File: config.mk
export PLATFORM = sky130hd
export DESIGN_NAME = sgmii_autoneg_mgmt_regs
export DESIGN_NICKNAME = d
export VERILOG_FILES = /design/src/sgmii_mgmt_pkg.sv /design/src/sgmii_autoneg_mgmt_regs.sv
export SDC_FILE = /design/constraint.sdc
export NUM_CORES = 1
export LEC_CHECK = 0
export BUFFER_PORTS_ARGS = -buffer_cell sky130_fd_sc_hd__clkbuf_2
export CORE_ASPECT_RATIO = 0.7
export CORE_UTILIZATION = 36
export DETAILED_ROUTE_END_ITERATION = 7
export HOLD_SLACK_MARGIN = 0.1
export PLACE_DENSITY = 0.58
export SLEW_MARGIN = 20
export SYNTH_ARGS = -nofsm -noshare
export SYNTH_HDL_FRONTEND = slang
export SYNTH_SLANG_ARGS = --single-unit
export TNS_END_PERCENT = 20
File: constraint.sdc
create_clock -name i_sys_clk -period 4.8 [get_ports i_sys_clk]
set_input_delay 0.72 -clock i_sys_clk [delete_from_list [all_inputs] [get_ports i_sys_clk]]
set_output_delay 0.72 -clock i_sys_clk [all_outputs]
set_load 0.01 [all_outputs]
File: src/sgmii_mgmt_pkg.sv
// Constants and carrier types for the per-channel management register set
package sgmii_mgmt_pkg;

	localparam int          NUM_CHANNELS     = 4;

	// Register numbers carried in the five-bit address field of a frame
	localparam logic [4:0]  REG_IDENT_HIGH   = 5'h02;
	localparam logic [4:0]  REG_IDENT_LOW    = 5'h03;
	localparam logic [4:0]  REG_ADVERTISE    = 5'h04;
	localparam logic [4:0]  REG_PARTNER      = 5'h05;
	localparam logic [4:0]  REG_EXPANSION    = 5'h06;
	localparam logic [4:0]  REG_NP_TRANSMIT  = 5'h07;

	// Frame opcodes and field sizes
	localparam logic [1:0]  OP_WRITE         = 2'b01;
	localparam logic [1:0]  OP_READ          = 2'b10;
	localparam logic [3:0]  HDR_BITS         = 4'd13;
	localparam logic [3:0]  DATA_LAST        = 4'd15;

	// Field positions shared by advertisement and partner ability, then the expansion word flags
	localparam int          BIT_LINK         = 15;
	localparam int          BIT_ACK          = 14;
	localparam int          BIT_DUPLEX       = 12;
	localparam int          BIT_SPEED_HI     = 11;
	localparam int          BIT_SPEED_LO     = 10;
	localparam int          BIT_ALWAYS_ONE   = 0;
	localparam int          BIT_NP_ABLE      = 2;
	localparam int          BIT_PAGE_RX      = 1;

	// Speed codes
	localparam logic [1:0]  SPEED_10M        = 2'b00;
	localparam logic [1:0]  SPEED_100M       = 2'b01;
	localparam logic [1:0]  SPEED_1G         = 2'b10;

	// Fixed values and reset values
	localparam logic [15:0] MAC_ADV_VALUE    = 16'h0001;
	localparam logic [15:0] NP_TX_DEFAULT    = 16'h2001;
	localparam logic        LP_LINK_RESET    = 1'b1;

	// Inputs from the auto-negotiation logic, one set per channel
	typedef struct packed {
		logic       page_rx;
		logic       ack;
		logic       lp_link;
		logic       lp_duplex;
		logic [1:0] lp_speed;
	} an_status_s;

	// Advertised abilities in PHY mode, one set per channel
	typedef struct packed {
		logic       link;
		logic       duplex;
		logic [1:0] speed;
	} adv_s;

	typedef struct packed {
		adv_s       adv;
		logic       ack;
		logic       page_rx;
		logic       lp_link;
		logic       lp_duplex;
		logic [1:0] lp_speed;
	} chan_s;

	typedef enum logic [1:0] {
		ST_IDLE = 2'b00,
		ST_HDR  = 2'b01,
		ST_TA   = 2'b11,
		ST_DATA = 2'b10
	} frame_state_e;

endpackage

File: src/sgmii_autoneg_mgmt_regs.sv
// Management frame slave and per-channel auto-negotiation register set
`timescale 1ns/1ns

module sgmii_autoneg_mgmt_regs
	import sgmii_mgmt_pkg::*;
#(
	parameter logic [4:0]  PHY_ADDR_BASE = 5'h00,
	parameter logic [15:0] IDENT_HIGH    = 16'h0000,  // Arbitrary value
	parameter logic [15:0] IDENT_LOW     = 16'h0000   // Arbitrary value
) (
	input  wire logic       i_sys_clk,
	input  wire logic       i_reset,
	input  wire logic       i_phy_mode,
	input  wire logic       i_mdc,
	input  wire logic       i_mdio_i,
	output logic            o_mdio_o,
	output logic            o_mdio_oe_n,
	input  wire an_status_s i_an_status [NUM_CHANNELS],
	output adv_s            o_adv       [NUM_CHANNELS]
);

	typedef struct packed {
		logic                       mdc_meta;
		logic                       mdc_sync;
		logic                       mdc_prev;
		logic                       mdio_meta;
		logic                       mdio_sync;
		frame_state_e               state;
		logic [3:0]                 cnt;
		logic [12:0]                hdr;
		logic [15:0]                shift;
		logic                       drive;
		logic                       out_bit;
		chan_s [NUM_CHANNELS-1:0]   chan;
	} state_s;

	state_s q;
	state_s d;

	logic                           mdc_rise;
	logic [1:0]                     hdr_op;
	logic [4:0]                     hdr_phy;
	logic [4:0]                     hdr_reg;
	logic [4:0]                     chan_off;
	logic                           chan_hit;
	logic [$clog2(NUM_CHANNELS)-1:0] chan_idx;
	logic [15:0]                    rd_value;
	logic                           rd_expansion;
	logic                           wr_commit;
	logic                           wr_advertise;
	logic                           is_read;
	logic                           is_write;
	logic                           ta_first;
	logic                           data_end;
	logic [15:0]                    wr_word;
	logic [15:0]                    adv_word;
	logic [15:0]                    partner_word;
	logic [15:0]                    expansion_word;
	logic [NUM_CHANNELS-1:0]        page_clear;
	logic [NUM_CHANNELS-1:0]        page_next;
	logic [NUM_CHANNELS-1:0]        adv_wr;
	adv_s                           wr_fields;
	chan_s [NUM_CHANNELS-1:0]       chan_next;

	assign mdc_rise = q.mdc_sync & ~q.mdc_prev;
	// Header shifts in ST bit 1, opcode, PHY address and register address
	assign hdr_op   = q.hdr[11:10];
	assign hdr_phy  = q.hdr[9:5];
	assign hdr_reg  = q.hdr[4:0];
	assign chan_off = hdr_phy - PHY_ADDR_BASE;
	assign chan_hit = chan_off < 5'(NUM_CHANNELS);
	assign chan_idx = chan_off[$clog2(NUM_CHANNELS)-1:0];
	assign is_read  = (hdr_op == OP_READ) && chan_hit;
	assign is_write = (hdr_op == OP_WRITE) && chan_hit;
	assign ta_first = mdc_rise && (q.state == ST_TA) && (q.cnt == 4'd0);
	assign data_end = mdc_rise && (q.state == ST_DATA) && (q.cnt == DATA_LAST);
	assign wr_word  = {q.shift[14:0], q.mdio_sync};

	// Advertisement word of the addressed channel as seen in PHY mode
	always_comb begin
		chan_s c;
		c                                   = q.chan[chan_idx];
		adv_word                            = 16'h0000;
		adv_word[BIT_LINK]                  = c.adv.link;
		adv_word[BIT_ACK]                   = c.ack;
		adv_word[BIT_DUPLEX]                = c.adv.duplex;
		adv_word[BIT_SPEED_HI:BIT_SPEED_LO] = c.adv.speed;
		adv_word[BIT_ALWAYS_ONE]            = 1'b1;
	end

	// Partner ability word of the addressed channel
	always_comb begin
		chan_s c;
		c                                       = q.chan[chan_idx];
		partner_word                            = 16'h0000;
		partner_word[BIT_LINK]                  = c.lp_link;
		partner_word[BIT_ACK]                   = c.ack;
		partner_word[BIT_DUPLEX]                = c.lp_duplex;
		partner_word[BIT_SPEED_HI:BIT_SPEED_LO] = c.lp_speed;
		partner_word[BIT_ALWAYS_ONE]            = 1'b1;
	end

	// Expansion word of the addressed channel
	always_comb begin
		expansion_word              = 16'h0000;
		expansion_word[BIT_NP_ABLE] = 1'b1;
		expansion_word[BIT_PAGE_RX] = q.chan[chan_idx].page_rx;
	end

	// Read value for the addressed channel and register; unmapped numbers read zero
	always_comb begin
		case (hdr_reg)
			REG_IDENT_HIGH:  rd_value = IDENT_HIGH;
			REG_IDENT_LOW:   rd_value = IDENT_LOW;
			REG_ADVERTISE:   rd_value = i_phy_mode ? adv_word : MAC_ADV_VALUE;
			REG_PARTNER:     rd_value = partner_word;
			REG_EXPANSION:   rd_value = expansion_word;
			// Next page exchange is not supported, so writes never reach this value
			REG_NP_TRANSMIT: rd_value = NP_TX_DEFAULT;
			default:         rd_value = 16'h0000;
		endcase
	end

	// The flag clears in the cycle the read word is loaded, so the loaded word still shows it
	assign rd_expansion = ta_first && is_read && (hdr_reg == REG_EXPANSION);
	assign wr_commit    = data_end && is_write;
	assign wr_advertise = wr_commit && (hdr_reg == REG_ADVERTISE) && i_phy_mode;

	// Per-channel strobes keep the channel decode out of the register update
	always_comb begin
		for (int i = 0; i < NUM_CHANNELS; i++) begin
			page_clear[i] = rd_expansion && (chan_idx == i[$clog2(NUM_CHANNELS)-1:0]);
			adv_wr[i]     = wr_advertise && (chan_idx == i[$clog2(NUM_CHANNELS)-1:0]);
		end
	end

	// A page arriving in the clearing cycle keeps the flag set
	always_comb begin
		for (int i = 0; i < NUM_CHANNELS; i++) begin
			page_next[i] = q.chan[i].page_rx;
			if (page_clear[i]) begin
				page_next[i] = 1'b0;
			end
			if (i_an_status[i].page_rx) begin
				page_next[i] = 1'b1;
			end
		end
	end

	// Only the writable advertisement fields are kept from a written word
	always_comb begin
		wr_fields        = '0;
		wr_fields.link   = wr_word[BIT_LINK];
		wr_fields.duplex = wr_word[BIT_DUPLEX];
		wr_fields.speed  = wr_word[BIT_SPEED_HI:BIT_SPEED_LO];
	end

	// Status from the negotiation logic is registered once; flags and writes merge in here
	always_comb begin
		for (int i = 0; i < NUM_CHANNELS; i++) begin
			chan_next[i]           = q.chan[i];
			chan_next[i].ack       = i_an_status[i].ack;
			chan_next[i].lp_link   = i_an_status[i].lp_link;
			chan_next[i].lp_duplex = i_an_status[i].lp_duplex;
			chan_next[i].lp_speed  = i_an_status[i].lp_speed;
			chan_next[i].page_rx   = page_next[i];
			if (adv_wr[i]) begin
				chan_next[i].adv = wr_fields;
			end
		end
	end

	always_comb begin
		d           = q;
		d.mdc_meta  = i_mdc;
		d.mdc_sync  = q.mdc_meta;
		d.mdc_prev  = q.mdc_sync;
		d.mdio_meta = i_mdio_i;
		d.mdio_sync = q.mdio_meta;
		d.chan      = chan_next;

		if (mdc_rise) begin
			case (q.state)
				// Preamble is optional: a zero after idle ones is the start bit
				ST_IDLE: begin
					if (!q.mdio_sync) begin
						d.state = ST_HDR;
						d.cnt   = 4'd0;
					end
				end
				ST_HDR: begin
					d.hdr = {q.hdr[11:0], q.mdio_sync};
					d.cnt = q.cnt + 4'd1;
					if (q.cnt == 4'd0 && !q.mdio_sync) begin
						d.state = ST_IDLE;
					end else if (q.cnt == HDR_BITS - 4'd1) begin
						d.state = ST_TA;
						d.cnt   = 4'd0;
					end
				end
				ST_TA: begin
					d.cnt = q.cnt + 4'd1;
					if (q.cnt == 4'd0) begin
						// The word is loaded once here; later bits never see the cleared flag
						d.shift   = rd_value;
						d.drive   = is_read;
						d.out_bit = 1'b0;
					end else begin
						d.state   = ST_DATA;
						d.cnt     = 4'd0;
						// The data line stays low whenever the pin is released
						d.out_bit = q.drive & q.shift[15];
						d.shift   = {q.shift[14:0], 1'b0};
					end
				end
				ST_DATA: begin
					d.cnt = q.cnt + 4'd1;
					if (hdr_op == OP_READ) begin
						d.out_bit = q.drive & q.shift[15];
						d.shift   = {q.shift[14:0], 1'b0};
					end else begin
						d.shift = {q.shift[14:0], q.mdio_sync};
					end
					if (q.cnt == DATA_LAST) begin
						d.state   = ST_IDLE;
						d.drive   = 1'b0;
						d.out_bit = 1'b0;
					end
				end
				default: begin
					d.state = ST_IDLE;
					d.drive = 1'b0;
				end
			endcase
		end
	end

	always_ff @(posedge i_sys_clk) begin
		if (i_reset) begin
			q         <= '0;
			q.mdc_prev <= 1'b1;
			q.state   <= ST_IDLE;
			for (int i = 0; i < NUM_CHANNELS; i++) begin
				q.chan[i].lp_link <= LP_LINK_RESET;
			end
		end else begin
			q <= d;
		end
	end

	assign o_mdio_o    = q.out_bit;
	assign o_mdio_oe_n = ~q.drive;

	always_comb begin
		for (int i = 0; i < NUM_CHANNELS; i++) begin
			o_adv[i] = q.chan[i].adv;
		end
	end

endmodule // sgmii_autoneg_mgmt_regs

==> After elaboration in Yosys (flattened, before gate mapping) <==
Index checks and enable logic that the tools add are counted.
{ "word_totals": {"reg_bits": 81, "in_bits": 29} }
{ "op_classes": {"mux": 26, "bitwise_logic": 4, "n_addsub": 1, "n_lt_le_gt_ge": 2, "n_reduce_logical": 35, "n_eq_ne": 20} }
{ "op_table": {"columns": ["cell", "count"], "rows": [
  ["$pmux W16 S4", 1],
  ["$pmux W18 S2", 1],
  ["$mux W16", 2],
  ["$pmux W6 S4", 1],
  ["$bmux W10 S2", 1],
  ["$eq A5 B3 Y1 const B", 4],
  ["$logic_and A1 B1 Y1", 20],
  ["$mux W6", 3],
  ["$mux W1", 12],
  ["$eq A2 B2 Y1 const B", 5],
  ["$mux W10", 1],
  ["$reduce_bool A2 Y1", 5],
  ["$eq A4 B4 Y1 const B", 2],
  ["$eq A2 B1 Y1 const B", 3],
  ["$mux W2", 3],
  ["$reduce_and A2 Y1", 3],
  ["$lt A5 B3 Y1 const B", 1],
  ["$reduce_and A5 Y1", 1],
  ["$add A4 B1 Y4 const B", 1],
  ["$logic_not A2 Y1", 2],
  ["$logic_not A4 Y1", 1],
  ["$mux W4", 1],
  ["$ne A2 B1 Y1 const B", 2],
  ["$ne A2 B2 Y1 const B", 2],
  ["8 further kinds", 10]
]} }

==> Depth between registers and ports, before layout <==
Gate-level depths: netlist of run 1.
{ "logic_depth": {"word_depth": 9, "depth_mapped": 7} }

==> Least setup slack after synthesis of run 1 <==
OpenSTA, ideal clock, no wires.
{ "synth_timing": {"path_kind": "register -> register", "from": "reg q[71] (netlist bit)", "to": "reg q, in the netlist o_mdio_o", "t_required_ns": 4.729, "stages_incl_launch_ff": 8, "arrival_ns": 1.645, "n_path_buf": 1, "setup_slack_ns": 3.084, "path_cell_list": "dfxtp_1 > inv_1 > ha_1 > nor3b_2 > and2_1 > buf_2 > or4_1 > a21oi_1"} }
{ "synth_via": {"elab_chain_len": 3, "elab_cells_between_ends": 7} }
{ "synth_rtl": {"columns": ["item", "line_no", "text"], "rows": [
  ["start: declaration", "sgmii_autoneg_mgmt_regs.sv:37", "state_s q;"],
  ["$eq A4 B4 Y1 or $logic_not A4 Y1 (tied branches)", "sgmii_autoneg_mgmt_regs.sv:224, sgmii_autoneg_mgmt_regs.sv:203", null],
  ["$ne A3 B2 Y1 (no line) (tied with other cells)", null, null],
  ["$reduce_and A3 Y1 (no line) or $pmux W18 S2 (tied branches)", null, null]
]} }
Several ways; a longest one is shown, not always the timed one. The select of a mux whose other input is x is not followed.
A chain may end at the register's enable or synchronous reset.

==> Final worst setup path of run 1 <==
{ "layout_timing": {"from": "reg q, in the netlist hdr_phy[0]", "to": "reg q[54] (netlist bit)"} }
{ "layout_via": {"elab_chain_len": 6} }
{ "layout_rtl": {"columns": ["item", "line_no", "text"], "rows": [
  ["$bmux W10 S2 (*)", "sgmii_autoneg_mgmt_regs.sv:82, sgmii_autoneg_mgmt_regs.sv:94", null],
  ["$mux W10 (*)", null, null],
  ["$mux W16", "sgmii_autoneg_mgmt_regs.sv:115", "REG_ADVERTISE: rd_value = i_phy_mode ? adv_word : MAC_ADV_VALUE;"],
  ["$pmux W16 S4 (*)", "sgmii_autoneg_mgmt_regs.sv:112", "case (hdr_reg)"],
  ["$mux W16 (*)", "sgmii_autoneg_mgmt_regs.sv:203", "if (q.cnt == 4'd0) begin"],
  ["$pmux W18 S2 (*)", "sgmii_autoneg_mgmt_regs.sv:183", "case (q.state)"]
]} }
Every way passes the cells marked *; elsewhere a longest branch is shown, timed or not. The select of a mux whose other input is x is not followed.

==> results of run 1 <==
## cell families (layout without fill, tap and decap cells)
group	Yosys count	in the layout	share of synthesized area, %
and+or+nand+nor	164	164	24.8
buffers and inverters	49	72	7.31
muxes	28	28	11.0
DFF	81	81	43.7
adders and majority gates	3	3	1.01
AOI/OAI and AO/OA	68	68	12.3
## path summary, 6_finish.rpt
| check | slack [ns] | endpoint | from |
|---|---|---|---|
| max | 2.57 | q[54]$_SDFFE_PP0P_ | hdr_phy[0]$_SDFFE_PP0P_ |
| min | 0.44 | d[79]$_SDFF_PP0_ | d[80]$_SDFF_PP0_ |
| min reg2reg | 0.44 | d[79]$_SDFF_PP0_ | d[80]$_SDFF_PP0_ |
| max reg2reg | 2.57 | q[54]$_SDFFE_PP0P_ | hdr_phy[0]$_SDFFE_PP0P_ |
## per-layer routing
metal  vias to the layer above  global-route usage, %  wire (µm)
met5                         -                      0          0
met4                         0                   7.23        167
met3                        17                   5.24        452
met2                        74                   21.9       3200
met1                      1327                   24.5       4320
li1                       1397                      -          -
## critical path, stage by stage, from the launching register on
cell,delay (ns)
dfxtp_1,0.90
mux4_2,0.60
a22o_1,0.25
a221oi_2,0.23
nor3_1,0.08
## cell type report
cell class | count | area (µm²) | area share, %
clock buffer | 11 | 243 | 5.86
inverter | 9 | 33.8 | 0.815
timing repair buffer | 48 | 245 | 5.92
tap | 128 | 160 | 3.86
clock inverter | 4 | 20.0 | 0.483
multi-input combinational | 263 | 1820 | 43.9
sequential | 81 | 1620 | 39.1
## stage by stage
step	std cells	total power, W	setup slack (ns)	util, %
2_1_floorplan	393	0.000740	3.08	-
4_1_cts	544	0.00138	2.53	42.0
5_1_grt	544	0.00141	2.35	42.0
3_3_place_gp	529	0.000759	2.60	39.3
6_report	544	0.00137	2.57	42.0
3_5_place_dp	529	0.000760	2.52	39.3
## placed cells by master (no fill, tap or decap), types with 3 or more instances in the layout
cell type	n
a22oi_1	7
clkbuf_16	9
nor2_1	24
a21oi_1	26
nand3_1	7
mux4_2	10
ha_1	3
inv_1	8
dfxtp_1	81
nor2b_1	26
o31ai_1	3
nor4_1	3
or2_2	5
and2_1	3
nor3_1	9
o211ai_1	3
and3_1	5
nand2_1	33
clkinv_2	4
a21o_1	3
mux2i_1	17
nand2b_1	28
o21ai_0	4
clkbuf_2	46
a211oi_1	6
## power groups by stage
stage / clock network, W / logic, W / registers (W)
2_1_floorplan: 0 / 0.0000352 / 0.000705
3_3_place_gp: 0 / 0.0000503 / 0.000709
3_5_place_dp: 0 / 0.0000517 / 0.000709
4_1_cts: 0.000631 / 0.0000517 / 0.000694
5_1_grt: 0.000661 / 0.0000568 / 0.000695
6_report: 0.000622 / 0.0000512 / 0.000694
==> run_results.csv, run 1 <==
group,metric,value,unit
run_status,status,"complete, no violations",
pwr,cell_internal_pwr,0.00107,W
detailed_routing,wl_per_cell,15.0,µm
timing,rsz0062_at_grt,"false",
worst_setup_path,arrival,2.41,ns
timing,tightest_slew,0.910,ns
timing,max_clock_freq,449,MHz
cts,postCtsSetupRepairBufs,0,
yosys,synthFlopType,"dfxtp_1",
yosys,ys_types,53,
worst_setup_path,crit_type,"reg2reg",
detailed_routing,ant_nets,0,
detailed_routing,drt_pass1_iterations,5,
yosys,synth_edf_count,0,
pwr,swShare,21.7,%
yosys,syn_area,0.00371,mm²
finish,area.growth.synth_to_final,11.6,%
die,fp.dieH,87.0,µm
cts,cts_root_buffer,"clkbuf_16",
placed_design,placedInstanceArea,0.00388,mm²
pwr,p_leak,1.63,nW
global_routing,antenna_found_initial,0,
pwr,powerDensity,330,mW/mm²
timing,final.setup_skew,0.00940,ns
die,num_rows,30,
timing,setup_violations,0,
placed_design,place.gp.congestion,0.793,
cts,cts_resized,0,
global_routing,globalRouteOverflowTotal,0,
worst_setup_path,cp.required,4.98,ns
yosys,synth_top_cell_by_area,"dfxtp_1",
pwr,power_switching,0.000296,W
global_routing,grt_max_degree,51,
cts,insertion_delay,0.34,ns
finish,drive_gt1_share,20.4,%
cts,cts_sinks,81,
finish,stdcell_area,0.00414,mm²
placed_design,portBuffers,46,
yosys,synthesis.nets,425,
die,fp.coreArea,0.00987,mm²
finish,nets,444,
worst_hold_path,hold_class,"reg2reg",
finish,fillers,975,
cts,cts_tree,"built",
yosys,synth_seq_area_share,43.7,%
finish,top_register,"q",
global_routing,grt_pass1_vias,2603,
cts,hold_buffers,0,
pwr,pwr-share-comb,3.7,%
die,start_util,37.6,%
timing,finalHoldViolations,0,
worst_setup_path,worstPathMaxFanout,17,
die,die_area,0.0107,mm²
worst_setup_path,end_kind,"flip-flop",
cts,h-tree-depth,3,
detailed_routing,drt-total-wl,8140,µm
pwr,ir_worst_vdd,0.180,mV
finish,n_antenna_cell,0,
yosys,synth-async-reset-ratio,0,%
timing,setup_tns,0,ns
pwr,p_seq_share,50.8,%
flow_run,drv_cap,0,
global_routing,grt_pass1_wl,13300,µm
timing,report.final.slew_viol_count,0,
yosys,synth.most_common_cell,"dfxtp_1",
timing,max_slew_margin,39.3,%
yosys,synth.top_cell.area_share,43.7,%
detailed_routing,via_count,2815,
yosys,netlist_top_cells_area,"dfxtp_1 (44%), mux4_2 (6.1%), nand2b_1 (4.7%), mux2i_1 (4.6%), nor2b_1 (4.4%)",
cts,clk_pin_slew,0.06,ns
timing,timing.final.crit_share,46.4,%
global_routing,grtUsageTotal,16.7,%
worst_setup_path,cp-start-kind,"flip-flop",
pwr,pwr-share-clk,45.5,%
worst_setup_path,worstRegToRegCells,4,
yosys,yosysWarnings,0,
placed_design,place_hpwl,5670,µm
detailed_routing,drc,0,
yosys,syn_inst,393,
cts,cts_buffers,9,
yosys,synthTopCellsByCount,"dfxtp_1 (81), nand2_1 (33), nand2b_1 (28)",
worst_hold_path,whs_path_depth,1,
die,die_x,123,µm
detailed_routing,viasPerCell,5.17,
detailed_routing,dr.first_iter.drc_count,209,
die,ioPinCount,47,
timing,hold_ws,0.436,ns
timing,final_period_minus_worst_setup_slack,2.23,ns
cts,clock_path_buffers,2,
finish,largest_reg_flops,49,
yosys,synth_seq_cells,81,
yosys,avgSynthCellArea,9.45,µm²
(Power assumes the default switching activity.)
==> run 2: changes to the inputs <==
--- a/config.mk
+++ b/config.mk
@@ -10,7 +10,7 @@
 export CORE_UTILIZATION = 36
 export DETAILED_ROUTE_END_ITERATION = 7
 export HOLD_SLACK_MARGIN = 0.1
-export PLACE_DENSITY = 0.58
+export PLACE_DENSITY = 0.6
 export SLEW_MARGIN = 20
 export SYNTH_ARGS = -nofsm -noshare
 export SYNTH_HDL_FRONTEND = slang
==> constraint.sdc (replaced) <==
create_clock -name i_sys_clk -period 2 [get_ports i_sys_clk]
set_input_delay 0.3 -clock i_sys_clk [delete_from_list [all_inputs] [get_ports i_sys_clk]]
set_output_delay 0.3 -clock i_sys_clk [all_outputs]
set_load 0.01 [all_outputs]
==> run_results.csv, run 2 (synthesized netlist as in run 1, its figures left out) <==
group,metric,value,unit
cts,clk_pin_slew,0.06,ns
worst_setup_path,cp.required,2.27,ns
pwr,p_leak,1.72,nW
finish,drive_gt1_share,24.0,%
pwr,pwr-share-clk,47.1,%
global_routing,grt_pass1_vias,2690,
finish,final_core_util,43.7,%
die,ioPinCount,47,
timing,tightest_slew,0.598,ns
pwr,cell_internal_pwr,0.00268,W
placed_design,portBuffers,46,
cts,h-tree-depth,3,
timing,final.setup_skew,0.00531,ns
worst_setup_path,cp-start-kind,"flip-flop",
detailed_routing,drt_pass1_iterations,4,
timing,report.final.slew_viol_count,0,
timing,setup_violations,0,
timing,max_clock_freq,535,MHz
worst_hold_path,hold_class,"in2reg",
worst_setup_path,worstPathMaxFanout,7,
timing,max_slew_margin,59.7,%
global_routing,grt_pass1_wl,13700,µm
cts,cts_tree,"built",
cts,clock_path_buffers,2,
worst_setup_path,end_kind,"flip-flop",
finish,largest_reg_flops,49,
pwr,swShare,21.2,%
run_status,status,"complete, no violations",
die,fp.dieH,87.0,µm
cts,hold_buffers,0,
global_routing,grtUsageTotal,16.8,%
placed_design,place_hpwl,6060,µm
cts,cts_buffers,9,
cts,insertion_delay,0.34,ns
detailed_routing,via_count,2885,
pwr,powerDensity,789,mW/mm²
timing,timing.final.crit_share,93.4,%
detailed_routing,drc,0,
timing,final_period_minus_worst_setup_slack,1.87,ns
detailed_routing,wl_per_cell,14.7,µm
die,fp.coreArea,0.00987,mm²
pwr,ir_worst_vdd,0.427,mV
timing,rsz0062_at_grt,"true",
timing,hold_ws,0.143,ns
die,die_x,123,µm
global_routing,antenna_found_initial,0,
detailed_routing,ant_nets,0,
cts,cts_sinks,81,
finish,n_antenna_cell,0,
worst_setup_path,r2r_setup_slack,0.13,ns
worst_setup_path,arrival,2.13,ns
die,start_util,37.6,%
worst_setup_path,crit_type,"reg2reg",
detailed_routing,viasPerCell,5.13,
finish,final_common_cell,"dfxtp_1",
finish,area.growth.synth_to_final,16.3,%
flow_run,drv_cap,0,
finish,nets,461,
global_routing,grt_max_degree,43,
pwr,p_seq_share,48.8,%
cts,postCtsSetupRepairBufs,0,
die,die_area,0.0107,mm²
cts,cts_resized,0,
pwr,power_switching,0.000723,W
detailed_routing,drt-total-wl,8270,µm
die,num_rows,30,
finish,top_register,"q",
detailed_routing,dr.first_iter.drc_count,175,
cts,cts_root_buffer,"clkbuf_16",
finish,fillers,939,
timing,finalHoldViolations,0,
placed_design,place.gp.congestion,0.845,
pwr,pwr-share-comb,4.1,%
global_routing,globalRouteOverflowTotal,0,
finish,layout_common_cells,"dfxtp_1 (81), clkbuf_2 (46), nand2_1 (33)",
[run 2: metrics by stage]
step                      setup TNS [ns]  cell area (µm²)  setup slack (ns)  cells  power, W
after global placement                 0             4020             0.207    546   0.00183
after detailed placement               0             4020             0.155    546   0.00184
final                                  0             4320             0.132    562   0.00341
after CTS                              0             4310             0.106    562   0.00345
after floorplan                        0             3710             0.284    393   0.00178
after global routing             -0.0280             4320           -0.0265    562   0.00353
[run 2: path summary, 6_finish.rpt]
| kind | start | end | depth (start not counted) |
|---|---|---|---|
| setup / recovery | q[71]$_SDFFE_PP0P_ | q[76]$_SDFFE_PP0P_ | 6 |
| hold / removal | i_an_status[3] | q[33]$_SDFF_PP1_ | 2 |
| setup reg to reg | q[71]$_SDFFE_PP0P_ | q[76]$_SDFFE_PP0P_ | 6 |
| hold reg to reg | d[77]$_SDFF_PP0_ | q[77]$_SDFF_PP0_ | 1 |
[run 2: power groups by stage]
stage	Sequential (W)	Combinational, W	Clock [W]
after global placement	0.00170	0.000137	0
after floorplan	0.00169	0.0000845	0
after detailed placement	0.00170	0.000138	0
final	0.00166	0.000138	0.00161
after CTS	0.00166	0.000139	0.00164
after global routing	0.00167	0.000153	0.00171
[run 2: routing by layer]
metal | up-vias | global-route usage, % | part of all wire (%)
met5 | - | 0 | 0
met4 | 0 | 5.59 | 1.2
met3 | 9 | 5.10 | 5.7
met2 | 74 | 23.7 | 41
met1 | 1359 | 24.1 | 52
li1 | 1443 | - | -
[run 2: final cells by class]
type / count / area, µm² / area share, %
multi-input combinational: 263 / 1830 / 42.3
sequential: 81 / 1620 / 37.6
timing repair buffer: 65 / 385 / 8.92
clock buffer: 11 / 233 / 5.39
tap: 128 / 160 / 3.71
clock inverter: 5 / 56.3 / 1.30
inverter: 9 / 33.8 / 0.782
[run 2: worst max-delay path, stage by stage, from the launching register on]
cell,delay [ns]
dfxtp_1,0.34
inv_1,0.11
ha_1,0.27
or3b_4,0.43
a21o_1,0.19
a221o_1,0.32
a31oi_1,0.14
